<file path="config.mk">
export PLATFORM = sky130hd
export DESIGN_NAME = ltic_top
export DESIGN_NICKNAME = d
export VERILOG_FILES = /design/src/hdl/ltic_pkg.sv /design/src/hdl/ltic_decide.sv /design/src/hdl/ltic_top.sv
export SDC_FILE = /design/constraint.sdc
export NUM_CORES = 1
export LEC_CHECK = 0
export BUFFER_PORTS_ARGS = -buffer_cell sky130_fd_sc_hd__buf_2
export CAP_MARGIN = 20
export CORE_ASPECT_RATIO = 0.7
export CORE_MARGIN = 10
export CORE_UTILIZATION = 35
export CTS_CLUSTER_SIZE = 12
export DETAILED_ROUTE_END_ITERATION = 10
export RECOVER_POWER = 100
export SLEW_MARGIN = 20
export SYNTH_ARGS = -nofsm -noshare
export SYNTH_HDL_FRONTEND = slang
export SYNTH_SLANG_ARGS = --single-unit
</file>
<file path="constraint.sdc">
create_clock -name mclk_in -period 2.2 [get_ports mclk_in]
set_input_delay 0.11 -clock mclk_in [delete_from_list [all_inputs] [get_ports mclk_in]]
set_output_delay 0.11 -clock mclk_in [all_outputs]
set_load 0.05 [all_outputs]
</file>
<file path="src/hdl/ltic_pkg.sv">
// ltic_pkg: register map, field positions and reset values of the
// l4 match / tag insert control block.
// assumes a 32-bit axi4-lite register bus with word-aligned registers.
package ltic_pkg;
    // ========================================================
    // register indices and byte addresses
    localparam logic [7:0] L4_MATCH_PORT_CTRL_IDX = 8'h98;
    localparam logic [7:0] TAG_INSERT_CTRL_IDX = 8'h99;
    localparam logic [7:0] SEC_STATUS_IDX = 8'h9a;
    localparam logic [9:0] L4_MATCH_PORT_CTRL_ADDR = {L4_MATCH_PORT_CTRL_IDX, 2'b00};
    localparam logic [9:0] TAG_INSERT_CTRL_ADDR = {TAG_INSERT_CTRL_IDX, 2'b00};
    localparam logic [9:0] SEC_STATUS_ADDR = {SEC_STATUS_IDX, 2'b00};
    // ========================================================
    // reset values and l4 write mask
    localparam logic [15:0] L4_MATCH_PORT_CTRL_RST = 16'h0000;
    localparam logic [15:0] TAG_INSERT_CTRL_RST = 16'h01ff;
    localparam logic [15:0] L4_MATCH_WR_MASK = 16'h3fff;
    // ========================================================
    // field positions and port count
    localparam int COMP_LSB = 12;
    localparam int L3_SEL_LSB = 6;
    localparam int PRIO_EN_LSB = 0;
    localparam int ADDR_CHG_BIT = 9;
    localparam int TAG_ON_INTERNET_PROTO_FRAMES_BIT = 8;
    localparam int TAG_RESERVED_BIT_BIT = 7;
    localparam int TAG_ON_ADDR_RESOLUTION_BIT = 6;
    localparam int TAG_ON_MULTICAST_CTRL_BIT = 5;
    localparam int TAG_ON_ETHERTYPE_MATCH_BIT = 4;
    localparam int TAG_ON_L3_PROTO_MATCH_BIT = 3;
    localparam int TAG_ON_L4_PORT_MATCH_BIT = 2;
    localparam int TAG_ON_FLOW_CTRL_FRAMES_BIT = 1;
    localparam int TAG_ON_OTHER_FRAMES_BIT = 0;
    localparam int NUM_PORTS = 6;
    // ========================================================
    // compare modes and bus responses
    localparam logic [1:0] COMP_NONE = 2'h0;
    localparam logic [1:0] COMP_DST = 2'h1;
    localparam logic [1:0] COMP_SRC = 2'h2;
    localparam logic [1:0] COMP_EITHER = 2'h3;
    localparam logic [1:0] RESP_OKAY = 2'h0;
    localparam logic [1:0] RESP_SLVERR = 2'h2;
    // frame classes
    typedef enum logic [2:0] {
        LTIC_CLS_OTHER,
        LTIC_CLS_IP,
        LTIC_CLS_ARP,
        LTIC_CLS_SNOOP,
        LTIC_CLS_MACCTRL
    } ltic_class_t;
endpackage

</file>
<file path="src/hdl/ltic_decide.sv">
// ltic_decide: per-frame classification decision, registered once.
// assumes frame header facts arrive as one-cycle strobed inputs.
`timescale 1ns/1ps
module ltic_decide (
    input wire logic clk_in,
    input wire logic rst_n_in,
    input wire logic frm_valid_in,
    input wire logic [2:0] frm_port_in,
    input wire logic [2:0] frm_class_in,
    input wire logic frm_has_l3_l4_in,
    input wire logic typ_match_in,
    input wire logic prot_match_in,
    input wire logic dst_match_in,
    input wire logic src_match_in,
    input wire logic [1:0] dst_queue_in,
    input wire logic [1:0] src_queue_in,
    input wire logic [15:0] l4_ctrl_in,
    input wire logic [15:0] tag_ctrl_in,
    output logic dec_valid_out,
    output logic dec_tag_out,
    output logic dec_l4_match_out,
    output logic dec_use_l3_out,
    output logic dec_prio_valid_out,
    output logic [1:0] dec_queue_out
);
    // ========================================================
    // combinational decision
    logic [1:0] comp;
    logic l4_hit;
    logic [1:0] l4_queue;
    logic use_l3;
    logic tag;
    logic prio_en;
    assign comp = l4_ctrl_in[ltic_pkg::COMP_LSB +: 2];

    // l4 comparison by mode
    always_comb begin
        l4_hit = 1'b0;
        l4_queue = dst_queue_in;
        case (comp)
            ltic_pkg::COMP_NONE: l4_hit = 1'b0;
            ltic_pkg::COMP_DST: l4_hit = dst_match_in;
            ltic_pkg::COMP_SRC: begin
                l4_hit = src_match_in;
                l4_queue = src_queue_in;
            end
            ltic_pkg::COMP_EITHER: begin
                l4_hit = dst_match_in | src_match_in;
                l4_queue = dst_match_in ? dst_queue_in : src_queue_in;
            end
            default: l4_hit = 1'b0;
        endcase
    end

    // per port source select and priority enable
    always_comb begin
        use_l3 = 1'b0;
        prio_en = 1'b0;
        if (frm_port_in < 3'(ltic_pkg::NUM_PORTS)) begin
            use_l3 = frm_has_l3_l4_in & l4_ctrl_in[ltic_pkg::L3_SEL_LSB + frm_port_in];
            prio_en = l4_ctrl_in[ltic_pkg::PRIO_EN_LSB + frm_port_in];
        end
    end

    // tag decision; reserved bit 7 has no effect
    always_comb begin
        tag = 1'b0;
        if (typ_match_in) begin
            tag = tag_ctrl_in[ltic_pkg::TAG_ON_ETHERTYPE_MATCH_BIT];
        end else if (prot_match_in) begin
            tag = tag_ctrl_in[ltic_pkg::TAG_ON_L3_PROTO_MATCH_BIT];
        end else if (l4_hit) begin
            tag = tag_ctrl_in[ltic_pkg::TAG_ON_L4_PORT_MATCH_BIT];
        end else begin
            case (frm_class_in)
                3'(ltic_pkg::LTIC_CLS_IP): tag = tag_ctrl_in[ltic_pkg::TAG_ON_INTERNET_PROTO_FRAMES_BIT];
                3'(ltic_pkg::LTIC_CLS_ARP): tag = tag_ctrl_in[ltic_pkg::TAG_ON_ADDR_RESOLUTION_BIT];
                3'(ltic_pkg::LTIC_CLS_SNOOP): tag = tag_ctrl_in[ltic_pkg::TAG_ON_MULTICAST_CTRL_BIT];
                3'(ltic_pkg::LTIC_CLS_MACCTRL): tag = tag_ctrl_in[ltic_pkg::TAG_ON_FLOW_CTRL_FRAMES_BIT];
                default: tag = tag_ctrl_in[ltic_pkg::TAG_ON_OTHER_FRAMES_BIT];
            endcase
        end
    end

    // registered decision outputs
    always_ff @(posedge clk_in or negedge rst_n_in) begin
        if (!rst_n_in) begin
            dec_valid_out <= 1'b0;
            dec_tag_out <= 1'b0;
            dec_l4_match_out <= 1'b0;
            dec_use_l3_out <= 1'b0;
            dec_prio_valid_out <= 1'b0;
            dec_queue_out <= 2'h0;
        end else begin
            dec_valid_out <= frm_valid_in;
            dec_tag_out <= frm_valid_in & tag;
            dec_l4_match_out <= frm_valid_in & l4_hit;
            dec_use_l3_out <= frm_valid_in & use_l3;
            // queue from filter only when enabled and not overridden
            dec_prio_valid_out <= frm_valid_in & l4_hit & prio_en & ~use_l3;
            dec_queue_out <= (l4_hit & prio_en & ~use_l3) ? l4_queue : 2'h0;
        end
    end
endmodule // ltic_decide

</file>
<file path="src/hdl/ltic_top.sv">
// ltic_top: l4 match / special tag insert control with axi4-lite registers.
// assumes one 20 mhz clock, frame facts and address-change events synchronous.
// Contract
// the two-bit compare field picks none, destination, source, or either port.
// per port, a set select bit uses the ip field for frames with ip and l4 headers.
// per port, an enable bit lets l4 filter priority apply; clear ignores it.
// the address-change include bit makes address changes a security event.
// the ip insert bit tags ip frames not matched by type, protocol or port rules.
// the arp insert bit tags arp and rarp frames.
// the snoop insert bit tags igmp and mld frames.
// the type insert bit tags frames matching a type filter.
// the protocol insert bit tags frames matching a protocol filter.
// the l4 port insert bit tags frames matching a port filter.
// the mac control insert bit tags mac control frames.
// the default insert bit tags every frame outside the other classes.
// after reset all nine insert bits are set and the include bit is clear.
// the l4 filter priority is a two-bit queue number 0 to 3.
// a per-port violation bit latches high and clears when read.
// reserved insert bit 7 is stored and read back with no effect.
// the top two bits of the l4 control register read zero and ignore writes.
`timescale 1ns/1ps
module ltic_top (
    input wire logic mclk_in,
    input wire logic rst_n_in,
    // axi4-lite slave
    input wire logic [9:0] s_axi_awaddr_in,
    input wire logic s_axi_awvalid_in,
    output logic s_axi_awready_out,
    input wire logic [31:0] s_axi_wdata_in,
    input wire logic [3:0] s_axi_wstrb_in,
    input wire logic s_axi_wvalid_in,
    output logic s_axi_wready_out,
    output logic [1:0] s_axi_bresp_out,
    output logic s_axi_bvalid_out,
    input wire logic s_axi_bready_in,
    input wire logic [9:0] s_axi_araddr_in,
    input wire logic s_axi_arvalid_in,
    output logic s_axi_arready_out,
    output logic [31:0] s_axi_rdata_out,
    output logic [1:0] s_axi_rresp_out,
    output logic s_axi_rvalid_out,
    input wire logic s_axi_rready_in,
    // frame facts from the parser
    input wire logic frm_valid_in,
    input wire logic [2:0] frm_port_in,
    input wire logic [2:0] frm_class_in,
    input wire logic frm_has_l3_l4_in,
    input wire logic typ_match_in,
    input wire logic prot_match_in,
    input wire logic dst_match_in,
    input wire logic src_match_in,
    input wire logic [1:0] dst_queue_in,
    input wire logic [1:0] src_queue_in,
    // security events per port
    input wire logic [5:0] addr_change_in,
    input wire logic [5:0] violation_in,
    // decisions
    output logic dec_valid_out,
    output logic dec_tag_out,
    output logic dec_l4_match_out,
    output logic dec_use_l3_out,
    output logic dec_prio_valid_out,
    output logic [1:0] dec_queue_out,
    output logic [5:0] security_violation_flag_out
);
    // ========================================================
    // register state
    logic [15:0] l4_match_port_ctrl_reg;
    logic [15:0] tag_insert_ctrl_reg;
    logic [5:0] sec_flag_reg;
    logic aw_held_reg;
    logic w_held_reg;
    logic [9:0] awaddr_reg;
    logic [31:0] wdata_reg;
    logic [3:0] wstrb_reg;
    logic wr_fire;
    logic rd_fire;
    logic sec_rd_clear;
    logic [5:0] sec_set;

    // merge a 16-bit register with byte strobes
    function automatic logic [15:0] merge16(input logic [15:0] old_v,
                                            input logic [31:0] wd,
                                            input logic [3:0] st);
        merge16 = old_v;
        if (st[0]) begin
            merge16[7:0] = wd[7:0];
        end
        if (st[1]) begin
            merge16[15:8] = wd[15:8];
        end
    endfunction

    // known register word addresses
    function automatic logic addr_known(input logic [9:0] a);
        addr_known = (a[9:2] == ltic_pkg::L4_MATCH_PORT_CTRL_IDX) ||
                     (a[9:2] == ltic_pkg::TAG_INSERT_CTRL_IDX) ||
                     (a[9:2] == ltic_pkg::SEC_STATUS_IDX);
    endfunction

    // ========================================================
    // write channel capture, address and data in any order
    assign wr_fire = aw_held_reg & w_held_reg & ~s_axi_bvalid_out;

    always_ff @(posedge mclk_in or negedge rst_n_in) begin
        if (!rst_n_in) begin
            aw_held_reg <= 1'b0;
            awaddr_reg <= 10'h000;
            s_axi_awready_out <= 1'b0;
        end else begin
            s_axi_awready_out <= 1'b0;
            if (wr_fire) begin
                aw_held_reg <= 1'b0;
            end else if (s_axi_awvalid_in & s_axi_awready_out) begin
                aw_held_reg <= 1'b1;
                awaddr_reg <= s_axi_awaddr_in;
            end else if (s_axi_awvalid_in & ~aw_held_reg) begin
                s_axi_awready_out <= 1'b1;
            end
        end
    end

    // write data capture
    always_ff @(posedge mclk_in or negedge rst_n_in) begin
        if (!rst_n_in) begin
            w_held_reg <= 1'b0;
            wdata_reg <= 32'h0000_0000;
            wstrb_reg <= 4'h0;
            s_axi_wready_out <= 1'b0;
        end else begin
            s_axi_wready_out <= 1'b0;
            if (wr_fire) begin
                w_held_reg <= 1'b0;
            end else if (s_axi_wvalid_in & s_axi_wready_out) begin
                w_held_reg <= 1'b1;
                wdata_reg <= s_axi_wdata_in;
                wstrb_reg <= s_axi_wstrb_in;
            end else if (s_axi_wvalid_in & ~w_held_reg) begin
                s_axi_wready_out <= 1'b1;
            end
        end
    end

    // write response
    always_ff @(posedge mclk_in or negedge rst_n_in) begin
        if (!rst_n_in) begin
            s_axi_bvalid_out <= 1'b0;
            s_axi_bresp_out <= ltic_pkg::RESP_OKAY;
        end else if (wr_fire) begin
            s_axi_bvalid_out <= 1'b1;
            s_axi_bresp_out <= addr_known(awaddr_reg) ? ltic_pkg::RESP_OKAY
                                                       : ltic_pkg::RESP_SLVERR;
        end else if (s_axi_bready_in) begin
            s_axi_bvalid_out <= 1'b0;
        end
    end

    // ========================================================
    // control registers
    always_ff @(posedge mclk_in or negedge rst_n_in) begin
        if (!rst_n_in) begin
            l4_match_port_ctrl_reg <= ltic_pkg::L4_MATCH_PORT_CTRL_RST;
            tag_insert_ctrl_reg <= ltic_pkg::TAG_INSERT_CTRL_RST;
        end else if (wr_fire) begin
            if (awaddr_reg[9:2] == ltic_pkg::L4_MATCH_PORT_CTRL_IDX) begin
                // upper two bits stay zero
                l4_match_port_ctrl_reg <= merge16(l4_match_port_ctrl_reg, wdata_reg, wstrb_reg)
                                          & ltic_pkg::L4_MATCH_WR_MASK;
            end
            if (awaddr_reg[9:2] == ltic_pkg::TAG_INSERT_CTRL_IDX) begin
                // all 16 bits stored, bit 7 included
                tag_insert_ctrl_reg <= merge16(tag_insert_ctrl_reg, wdata_reg, wstrb_reg);
            end
        end
    end

    // ========================================================
    // read channel
    assign rd_fire = s_axi_arvalid_in & s_axi_arready_out;
    assign sec_rd_clear = rd_fire & (s_axi_araddr_in[9:2] == ltic_pkg::SEC_STATUS_IDX);

    always_ff @(posedge mclk_in or negedge rst_n_in) begin
        if (!rst_n_in) begin
            s_axi_arready_out <= 1'b0;
            s_axi_rvalid_out <= 1'b0;
            s_axi_rdata_out <= 32'h0000_0000;
            s_axi_rresp_out <= ltic_pkg::RESP_OKAY;
        end else begin
            s_axi_arready_out <= 1'b0;
            if (rd_fire) begin
                s_axi_rvalid_out <= 1'b1;
                s_axi_rresp_out <= ltic_pkg::RESP_OKAY;
                case (s_axi_araddr_in[9:2])
                    ltic_pkg::L4_MATCH_PORT_CTRL_IDX:
                        s_axi_rdata_out <= {16'h0000, l4_match_port_ctrl_reg};
                    ltic_pkg::TAG_INSERT_CTRL_IDX:
                        s_axi_rdata_out <= {16'h0000, tag_insert_ctrl_reg};
                    ltic_pkg::SEC_STATUS_IDX:
                        s_axi_rdata_out <= {24'h00_0000, sec_flag_reg, 2'b00};
                    default: begin
                        s_axi_rdata_out <= 32'h0000_0000;
                        s_axi_rresp_out <= ltic_pkg::RESP_SLVERR;
                    end
                endcase
            end else if (s_axi_rvalid_out & s_axi_rready_in) begin
                s_axi_rvalid_out <= 1'b0;
            end else if (s_axi_arvalid_in & ~s_axi_rvalid_out & ~s_axi_arready_out) begin
                s_axi_arready_out <= 1'b1;
            end
        end
    end

    // ========================================================
    // security violation flags, set wins over read clear
    assign sec_set = violation_in |
                     (addr_change_in & {6{tag_insert_ctrl_reg[ltic_pkg::ADDR_CHG_BIT]}});

    always_ff @(posedge mclk_in or negedge rst_n_in) begin
        if (!rst_n_in) begin
            sec_flag_reg <= 6'h00;
        end else if (sec_rd_clear) begin
            sec_flag_reg <= sec_set;
        end else begin
            sec_flag_reg <= sec_flag_reg | sec_set;
        end
    end

    // flag output mirrors the status flops
    always_ff @(posedge mclk_in or negedge rst_n_in) begin
        if (!rst_n_in) begin
            security_violation_flag_out <= 6'h00;
        end else begin
            security_violation_flag_out <= sec_flag_reg;
        end
    end

    // ========================================================
    // per-frame decision
    ltic_decide u_decide (
        .clk_in(mclk_in),
        .rst_n_in(rst_n_in),
        .frm_valid_in(frm_valid_in),
        .frm_port_in(frm_port_in),
        .frm_class_in(frm_class_in),
        .frm_has_l3_l4_in(frm_has_l3_l4_in),
        .typ_match_in(typ_match_in),
        .prot_match_in(prot_match_in),
        .dst_match_in(dst_match_in),
        .src_match_in(src_match_in),
        .dst_queue_in(dst_queue_in),
        .src_queue_in(src_queue_in),
        .l4_ctrl_in(l4_match_port_ctrl_reg),
        .tag_ctrl_in(tag_insert_ctrl_reg),
        .dec_valid_out(dec_valid_out),
        .dec_tag_out(dec_tag_out),
        .dec_l4_match_out(dec_l4_match_out),
        .dec_use_l3_out(dec_use_l3_out),
        .dec_prio_valid_out(dec_prio_valid_out),
        .dec_queue_out(dec_queue_out)
    );
endmodule // ltic_top

</file>
==> results of run 1 <==
power by group:
group          internal (mW)  total, mW  switching (mW)
clock network          0.877       1.56           0.681
registers               2.18       2.43           0.256
logic                  0.428      0.904           0.476
logic make-up after synthesis:
logic type / Yosys count / share of synthesized area, %
flops: 100 / 57.3
fa+ha+maj: 2 / 0.570
other cells: 1 / 0.0854
buf+inv: 37 / 4.99
simple gates: 63 / 8.61
compound gates: 48 / 7.41
mux: 78 / 21.1
synthesized netlist by cell type, drive strengths merged (2+ instances only):
| master | instances |
|---|---|
| buf | 24 |
| nand4 | 2 |
| nand3 | 5 |
| dfstp | 9 |
| o21ai | 20 |
| nor3 | 2 |
| mux2i | 16 |
| a21oi | 6 |
| clkbuf | 6 |
| nor2 | 7 |
| nor3b | 7 |
| inv | 7 |
| a22o | 6 |
| nand2b | 2 |
| dfrtp | 91 |
| a31oi | 2 |
| mux4 | 6 |
| nor2b | 5 |
| and4bb | 2 |
| mux2 | 56 |
| ha | 2 |
| nand2 | 26 |
| a221o | 6 |
final timing paths:
| path | from | to | slack, ps | cells past startpoint |
|---|---|---|---|---|
| worst max-delay path | s_axi_arready_out | sec_flag_reg[1] | 100 | 4 |
| worst min-delay path | s_axi_wdata_in[3] | wdata_reg[3] | 4 | 2 |
| worst max register to register | s_axi_arready_out | sec_flag_reg[1] | 100 | 4 |
| worst min register to register | sec_flag_reg[1] | security_violation_flag_out[1] | 420 | 0 |
| max in group asynchronous | rst_n_in | awaddr_reg[4] | 510 | 3 |
| min in group asynchronous | rst_n_in | s_axi_rvalid_out | 460 | 2 |
critical path, cell delays in order, from the launching register on:
cell           delay, ps
dfrtp_1              450
nand4_1              190
or3b_4               490
a221o_1              300
dlygate4sd3_1        550
cell type report:
class,instances,share of cell area [%]
flip-flops and latches,100,45.9
multi-input cells,209,30.9
repair buffers,134,13.8
clock buffers,9,4.11
well taps,162,3.70
clock inverters,7,1.21
inverters,7,0.479
layer usage:
metal | part of all wire [%] | global-route usage [%] | vias to the layer above
li1 | - | - | 1416
met1 | 46 | 16.1 | 1463
met2 | 45 | 19.2 | 104
met3 | 8.5 | 5.08 | 11
met4 | 0.76 | 3.01 | 0
met5 | 0 | 0 | -
placed cells by master, fill, tap and decap left out, types with 3 or more instances in the layout:
cell type | synthesis | routed
clkinv_2 | 0 | 4
a221o_1 | 6 | 6
dfrtp_1 | 91 | 91
a21oi_1 | 6 | 6
nand3_1 | 3 | 5
nor2b_1 | 5 | 5
o21ai_0 | 20 | 20
conb_1 | 1 | 18
clkbuf_1 | 6 | 38
nor3b_1 | 5 | 5
mux4_2 | 6 | 6
clkbuf_16 | 0 | 9
clkbuf_2 | 0 | 3
mux2i_1 | 16 | 16
dfstp_2 | 9 | 9
nor2_1 | 5 | 6
nand2_1 | 26 | 26
inv_1 | 7 | 7
buf_2 | 1 | 66
dlygate4sd3_1 | 0 | 26
mux2_2 | 56 | 55
a22o_1 | 6 | 6
what timing repair did:
action                                 in CTS  in global routing
endpoints found under the hold margin      60                  0
setup endpoints to repair                   0                  1
resized for setup                           0                  1
hold buffers                               26                  0
==> impl_metrics.ini, run 1 <==
[cts]
h-tree-depth = 3
cts_tree = yes
post_cts_buffers = 0
clk_latency_ps = 340
clk_pin_slew_ps = 70
numCtsBuffers = 9
root_buffer = clkbuf_16
clk_path_buf_depth = 2
cts_sinks = 100

[layout]
fin_util_pct = 44.4
fin_cells = 628
multi_input_area_sq_mm = 0.00169
syn_to_final_growth_pct = 24.9
diodes = 0
seq_area_sq_mm = 0.00251
final_area_sq_mm = 0.00548
fin_nets = 554
drive_gt1_share_pct = 34.3
fillers = 1175

[synth]
yosys.area.top_type = dfrtp_1
synth-main-ff-cell = dfrtp_1
ys_async_sr_fraction_pct = 100
synth_top_area_share_pct = 51.9
synth-edff-count = 0
synthDistinctLibCells = 45
ys_ff_latch = 100
yosys-top-cells-area = dfrtp_1 52%, mux2_2 14%, dfstp_2 5.4%
yosys_warnings = 0
avgSynthCellArea_sq_um = 13.3
netlist_area_sq_mm = 0.00439
ys_seq_area_share_pct = 57.3
syn_inst = 329

[place]
dp_hpwl_um = 8310
gp_congestion = 0.780
postPlaceCellArea_sq_mm = 0.00503
dpl_worst_slack_ps = 280
portBuffers = 104
numPlacedInstances = 586

[detailed_routing]
post_drt_via_cell_ratio = 4.77
post_drt_wl_per_cell_um = 17.2
totalWireLength_um = 10800
vias = 2994
drt_iter0_markers = 92
ant_nets = 0
post-route-drc-count = 0
dr.pass1.iters = 4

[pwr]
power_density_mw_per_mm2 = 893
total_leakage_power_nw = 2.49
ir_worst_vdd_mv = 0.413
finalPower_mw = 4.89

[sta]
finClkSkew_ps = 6.93
finalSetupViolations = 0
timing.hold.ws_ps = 3.54
tightestPinTransition_ps = 973
fmax_ghz = 0.476
min_period_ps = 2100
fin_ws_ps = 98.2
rsz0062_at_grt = no
period_share_pct = 95.5
hold_violations = 0
slew_viol_final = 0
slew_headroom_pct = 35.1
tns_ps = 0

[setup_path]
worstPathRequired_ps = 2420
cp.arrival_ps = 2320
criticalPathCategory = flip-flop to flip-flop
worst_setup_path_start_kind = flip-flop
crit_fanout = 7
end_kind = flip-flop

[grt]
grt_max_degree = 43
grt_pass1_wl_um = 17600
first_global_vias = 3162
antenna_found_initial = 0
grt.total_usage_pct = 12.5
grt-ovfl-total = 0

[floorplan]
initial_core_util_pct = 35.6
rows = 34
die_y_um = 114
die_area_sq_mm = 0.0175
design.portCount = 145
coreArea_sq_mm = 0.0123
fp.dieW_um = 154

[min_path]
hold_class = input port to flip-flop

[run]
cap_violations = 0

[run_status]
status = finished clean
Power figures use the tool's default switching activity.
==> run 2: changes to the inputs <==
--- a/config.mk
+++ b/config.mk
@@ -15,3 +15,3 @@
 export RECOVER_POWER = 100
-export SLEW_MARGIN = 20
+export SLEW_MARGIN = 5
 export SYNTH_ARGS = -nofsm -noshare
==> constraint.sdc (replaced) <==
create_clock -name mclk_in -period 2.2 [get_ports mclk_in]
set_input_delay 0.44 -clock mclk_in [delete_from_list [all_inputs] [get_ports mclk_in]]
set_output_delay 0.44 -clock mclk_in [all_outputs]
set_load 0.05 [all_outputs]
==> run 2 against run 1 <==
Net effect:
- clock-buffer cell count increased by 3
- die area unchanged
- total power increased by 2.1%
- clock power increased by 8%
- worst setup slack improved by 190 ps
- clock skew decreased by 2.6 ps
- wire length decreased by 0.96%
- critical path type unchanged
- highest routed layer is now met5
==> impl_metrics.ini, run 2 (synthesis gave the netlist of run 1 again) <==
[setup_path]
worstPathCellList = and3b_1 > clkbuf_1 > nor2_2 > clkbuf_2 > mux2_2
worst_setup_path_start_kind = flip-flop
cp.arrival_ps = 2130
criticalPathCategory = flip-flop to flip-flop
worstPathRequired_ps = 2420
crit_slowest_cell = dfrtp_1
cp_top_family = buffers and inverters
crit_fanout = 18
cp_num_buf_inv = 2
end_kind = flip-flop
max_stage_delay_ps = 400

[grt]
grt_max_degree = 46
first_global_vias = 3119
grt_pass1_wl_um = 17100
grt.total_usage_pct = 12.3
antenna_found_initial = 2
grt-ovfl-total = 0

[layout]
fin_nets = 530
syn_to_final_growth_pct = 19.9
final_area_sq_mm = 0.00526
fin_util_pct = 42.7
layout_commonest_cell = dfrtp_1
drive_gt1_share_pct = 36.0
diodes = 0
layout_common_cells = 91 x dfrtp_1, 65 x buf_2, 56 x mux2_2

[detailed_routing]
post_drt_wl_per_cell_um = 17.8
post_drt_via_cell_ratio = 4.80
drt_iter0_markers = 60
post-route-drc-count = 0
totalWireLength_um = 10700
ant_nets = 0
vias = 2898
dr.pass1.iters = 4

[sta]
hold_violations = 0
period_share_pct = 86.9
fmax_ghz = 0.523
finClkSkew_ps = 4.31
tns_ps = 0
rsz0062_at_grt = no
tightestPinTransition_ps = 1110
slew_headroom_pct = 26.1
finalSetupViolations = 0
slew_viol_final = 0
min_period_ps = 1910
timing.hold.ws_ps = 275

[cts]
cts_sinks = 100
numCtsBuffers = 9
cts_tree = yes
h-tree-depth = 3
clk_latency_ps = 340
clk_path_buf_depth = 2
post_cts_buffers = 0
cts_resized = 0
postCtsHoldBufs = 0
root_buffer = clkbuf_16
clk_pin_slew_ps = 60

[place]
gp_congestion = 0.784
portBuffers = 104
postPlaceCellArea_sq_mm = 0.00503
dp_hpwl_um = 8400

[floorplan]
rows = 34
coreArea_sq_mm = 0.0123
fp.dieW_um = 154
die_y_um = 114
die_area_sq_mm = 0.0175
initial_core_util_pct = 35.6
design.portCount = 145

[pwr]
finalPower_mw = 4.99
total_leakage_power_nw = 2.38
power_density_mw_per_mm2 = 949
ir_worst_vdd_mv = 0.456

[run]
cap_violations = 0

[run_status]
status = finished clean

[min_path]
hold_class = input port to flip-flop
==> run 2: changes by cell type in the layout (fill, tap and decap cells not counted), sizes merged <==
cell,change
clkbuf,+6
inv,-1
clkinv,-3
buf,-1
bufinv,+1
dlygate4sd3,-26
==> run 2: power breakdown <==
group	switching (mW)	internal [mW]	total (mW)
Clock	0.650	1.03	1.68
Sequential	0.254	2.18	2.43
Combinational	0.486	0.401	0.887
==> run 2: routing by layer <==
layer | vias up | part of all wire, % | GRT usage [%]
met5 | - | 0.17 | 0
met4 | 2 | 0.87 | 3.01
met3 | 11 | 8.5 | 6.21
met2 | 93 | 44 | 18.5
met1 | 1428 | 46 | 15.5
li1 | 1364 | - | -
==> run 2: final timing paths <==
kind                                  start                             end  slack, ps  depth (start not counted)
min in group asynchronous          rst_n_in                s_axi_rvalid_out        290                          1
max reg2reg                s_axi_bvalid_out                    wdata_reg[4]        290                          5
min                            frm_valid_in          u_decide.dec_valid_out        280                          1
max in group asynchronous          rst_n_in     u_decide.dec_prio_valid_out        600                          2
min reg2reg                 sec_flag_reg[1]  security_violation_flag_out[1]        420                          0
max                        s_axi_bvalid_out                    wdata_reg[4]        290                          5
==> run 2: per-stage QoR <==
stage / instances / worst slack (ps)
finish: 604 / 289
global route: 604 / 111
CTS: 604 / 285
detailed placement: 588 / 166
global placement: 588 / 203
floorplan: 346 / 215
==> run 2: worst reg2reg max path, cell delays in order, from the launching register on <==
cell and delay (ps):
dfrtp_1 400, and3b_1 300, clkbuf_1 290, nor2_2 70
clkbuf_2 340, mux2_2 390
==> run 2: final cells by class <==
| cell class | count | area [sq um] |
|---|---|---|
| inverters | 7 | 26.3 |
| clock inverters | 4 | 72.6 |
| flip-flops and latches | 100 | 2510 |
| fillers | 1193 | 7070 |
| repair buffers | 110 | 498 |
| multi-input cells | 209 | 1700 |
| clock buffers | 12 | 246 |
| well taps | 162 | 203 |
==> run 3: changes to the inputs <==
- BUFFER_PORTS_ARGS: -buffer_cell sky130_fd_sc_hd__buf_2 -> default
- CORE_UTILIZATION: 35 -> 51
- DONT_BUFFER_PORTS: default -> 1
- PLACE_DENSITY: default -> 0.66
==> run 3 against run 2 <==
Net effect:
- the flow now finishes with violations (negative hold slack)
- combinational power decreased by 16%
- register-to-register slack about the same
- critical path depth unchanged
- sequential power barely moved
- die area is 27% lower
- via count shrank 13%
- total power shrank 7.3%
- utilization grew 13 points
- worst hold slack worse by 490 ps
- final cell count is 26% lower
- fmax decreased by 0.14%
- critical path type unchanged
- largest power group unchanged
- highest routed layer unchanged
==> impl_metrics.ini, run 3 (synthesis gave the netlist of run 1 again) <==
[grt]
grt-ovfl-total = 0
grt.total_usage_pct = 14.8
antenna_found_initial = 2
grt_pass1_wl_um = 14500
first_global_vias = 2540
grt_max_degree = 101

[layout]
fin_nets = 427
fin_cells = 445
fillers = 709
layout_commonest_cell = dfrtp_1
syn_to_final_growth_pct = 6.64
layout_common_cells = 91 x dfrtp_1, 56 x mux2_2, 26 x nand2_1
drive_gt1_share_pct = 27.4

[floorplan]
die_y_um = 97.6
fp.dieW_um = 131
initial_core_util_pct = 52.2
rows = 28
coreArea_sq_mm = 0.00841
design.portCount = 145
die_area_sq_mm = 0.0128

[run]
cap_violations = 0

[place]
gp_congestion = 0.793
numPlacedInstances = 428
dp_hpwl_um = 7240
portBuffers = 0

[detailed_routing]
post_drt_via_cell_ratio = 5.65
post_drt_wl_per_cell_um = 21.3
ant_nets = 0
totalWireLength_um = 9490
post-route-drc-count = 0
dr.pass1.iters = 4
vias = 2514
drt_iter0_markers = 220

[setup_path]
crit_slowest_cell = mux2_2
reg2reg_slack_ps = 290
r2r_end = l4_match_port_ctrl_reg[11]
cp.arrival_ps = 2140
criticalPathCategory = flip-flop to flip-flop
r2r-start = awaddr_reg[7]
worst_setup_path_start_kind = flip-flop
max_stage_delay_ps = 390
end_kind = flip-flop
crit_fanout = 6
worstPathCellList = and4bb_1 > nand4_4 > nor3b_2 > clkbuf_1 > mux2_2
cp-endpoint = l4_match_port_ctrl_reg[11]
crit_path_start = awaddr_reg[7]
worstPathRequired_ps = 2430
r2r_cells = 5

[sta]
hold_violations = 100
fmax_ghz = 0.522
min_period_ps = 1910
timing.hold.ws_ps = -216
period_share_pct = 87.0
tightestPinTransition_ps = 932
slew_viol_final = 0
finClkSkew_ps = 6.94
slew_headroom_pct = 36.3
tns_ps = 0
rsz0062_at_grt = no
finalSetupViolations = 0

[cts]
cts_tree = yes
clk_pin_slew_ps = 60
numCtsBuffers = 9
cts_resized = 0
root_buffer = clkbuf_16
cts_sinks = 100
clk_latency_ps = 350
post_cts_buffers = 0
h-tree-depth = 3
clk_path_buf_depth = 2

[pwr]
power_density_mw_per_mm2 = 988
clockPowerShare_pct = 30.9
finalPower_mw = 4.63
total_leakage_power_nw = 2.06
pwr-share-comb_pct = 16.0
ir_worst_vdd_mv = 0.747
p_sw_mw = 1.33
power.internal_mw = 3.30
netSwitchingFraction_pct = 28.7
power_frac_seq_pct = 53.1

[run_status]
violations = negative hold slack
status = complete, but fails checks

[min_path]
hold_class = input port to async pin
[run 3: cell count changes in the layout (fill, tap and decap cells not counted), sizes merged]
cell / before / now
clkbuf: 57 / 15
inv: 7 / 8
diode: 0 / 1
bufinv: 2 / 0
buf: 65 / 2
clkinv: 1 / 4
[run 3: worst min path at each step]
stage	start	end	slack, ps	cells past startpoint
detailed placement	rst_n_in	s_axi_rdata_out[15]	150	0
floorplan	rst_n_in	aw_held_reg	140	0
global route	rst_n_in	s_axi_rdata_out[1]	-240	0
CTS	rst_n_in	s_axi_rdata_out[13]	-230	0
finish	rst_n_in	tag_insert_ctrl_reg[15]	-220	0
global placement	rst_n_in	s_axi_rdata_out[15]	150	0
[run 3: cell type report]
cell class	count	area (sq um)	share of cell area, %
Sequential cell	100	2510	53.7
Multi-Input combinational cell	209	1710	36.4
Clock buffer	10	229	4.89
Tap cell	105	131	2.81
Clock inverter	6	40.0	0.855
Timing Repair Buffer	7	33.8	0.722
Inverter	7	26.3	0.561
Antenna cell	1	2.50	0.0534
[run 3: layer usage]
layer	vias to the layer above	part of all wire (%)	GRT usage [%]
met2	99	44	21.4
met5	-	0.14	0
met4	2	0.84	3.84
met3	10	12	9.05
met1	1245	43	18.1
li1	1158	-	-
[run 3: power groups by stage]
stage	clock network, mW	logic [mW]	registers, mW
finish	1.43	0.741	2.46
detailed placement	0	0.776	2.50
global placement	0	0.756	2.48
CTS	1.47	0.780	2.46
floorplan	0	0.640	2.47
global route	1.56	0.806	2.51
[run 3: metrics by stage]
step / util [%] / area [sq um] / setup WS (ps)
final: 55.7 / 4680 / 286
after global routing: 55.7 / 4680 / 155
after CTS: 56.1 / 4710 / 330
after detailed placement: 52.9 / 4450 / 314
after global placement: 52.9 / 4450 / 357
after floorplan: - / 4450 / 215
[run 3: worst max-delay path: cells and delay by family (launching register included)]
kind | cells | cell delay (ps)
buf+inv | 1 | 340
flops | 1 | 380
mux | 1 | 390
simple gates | 3 | 690
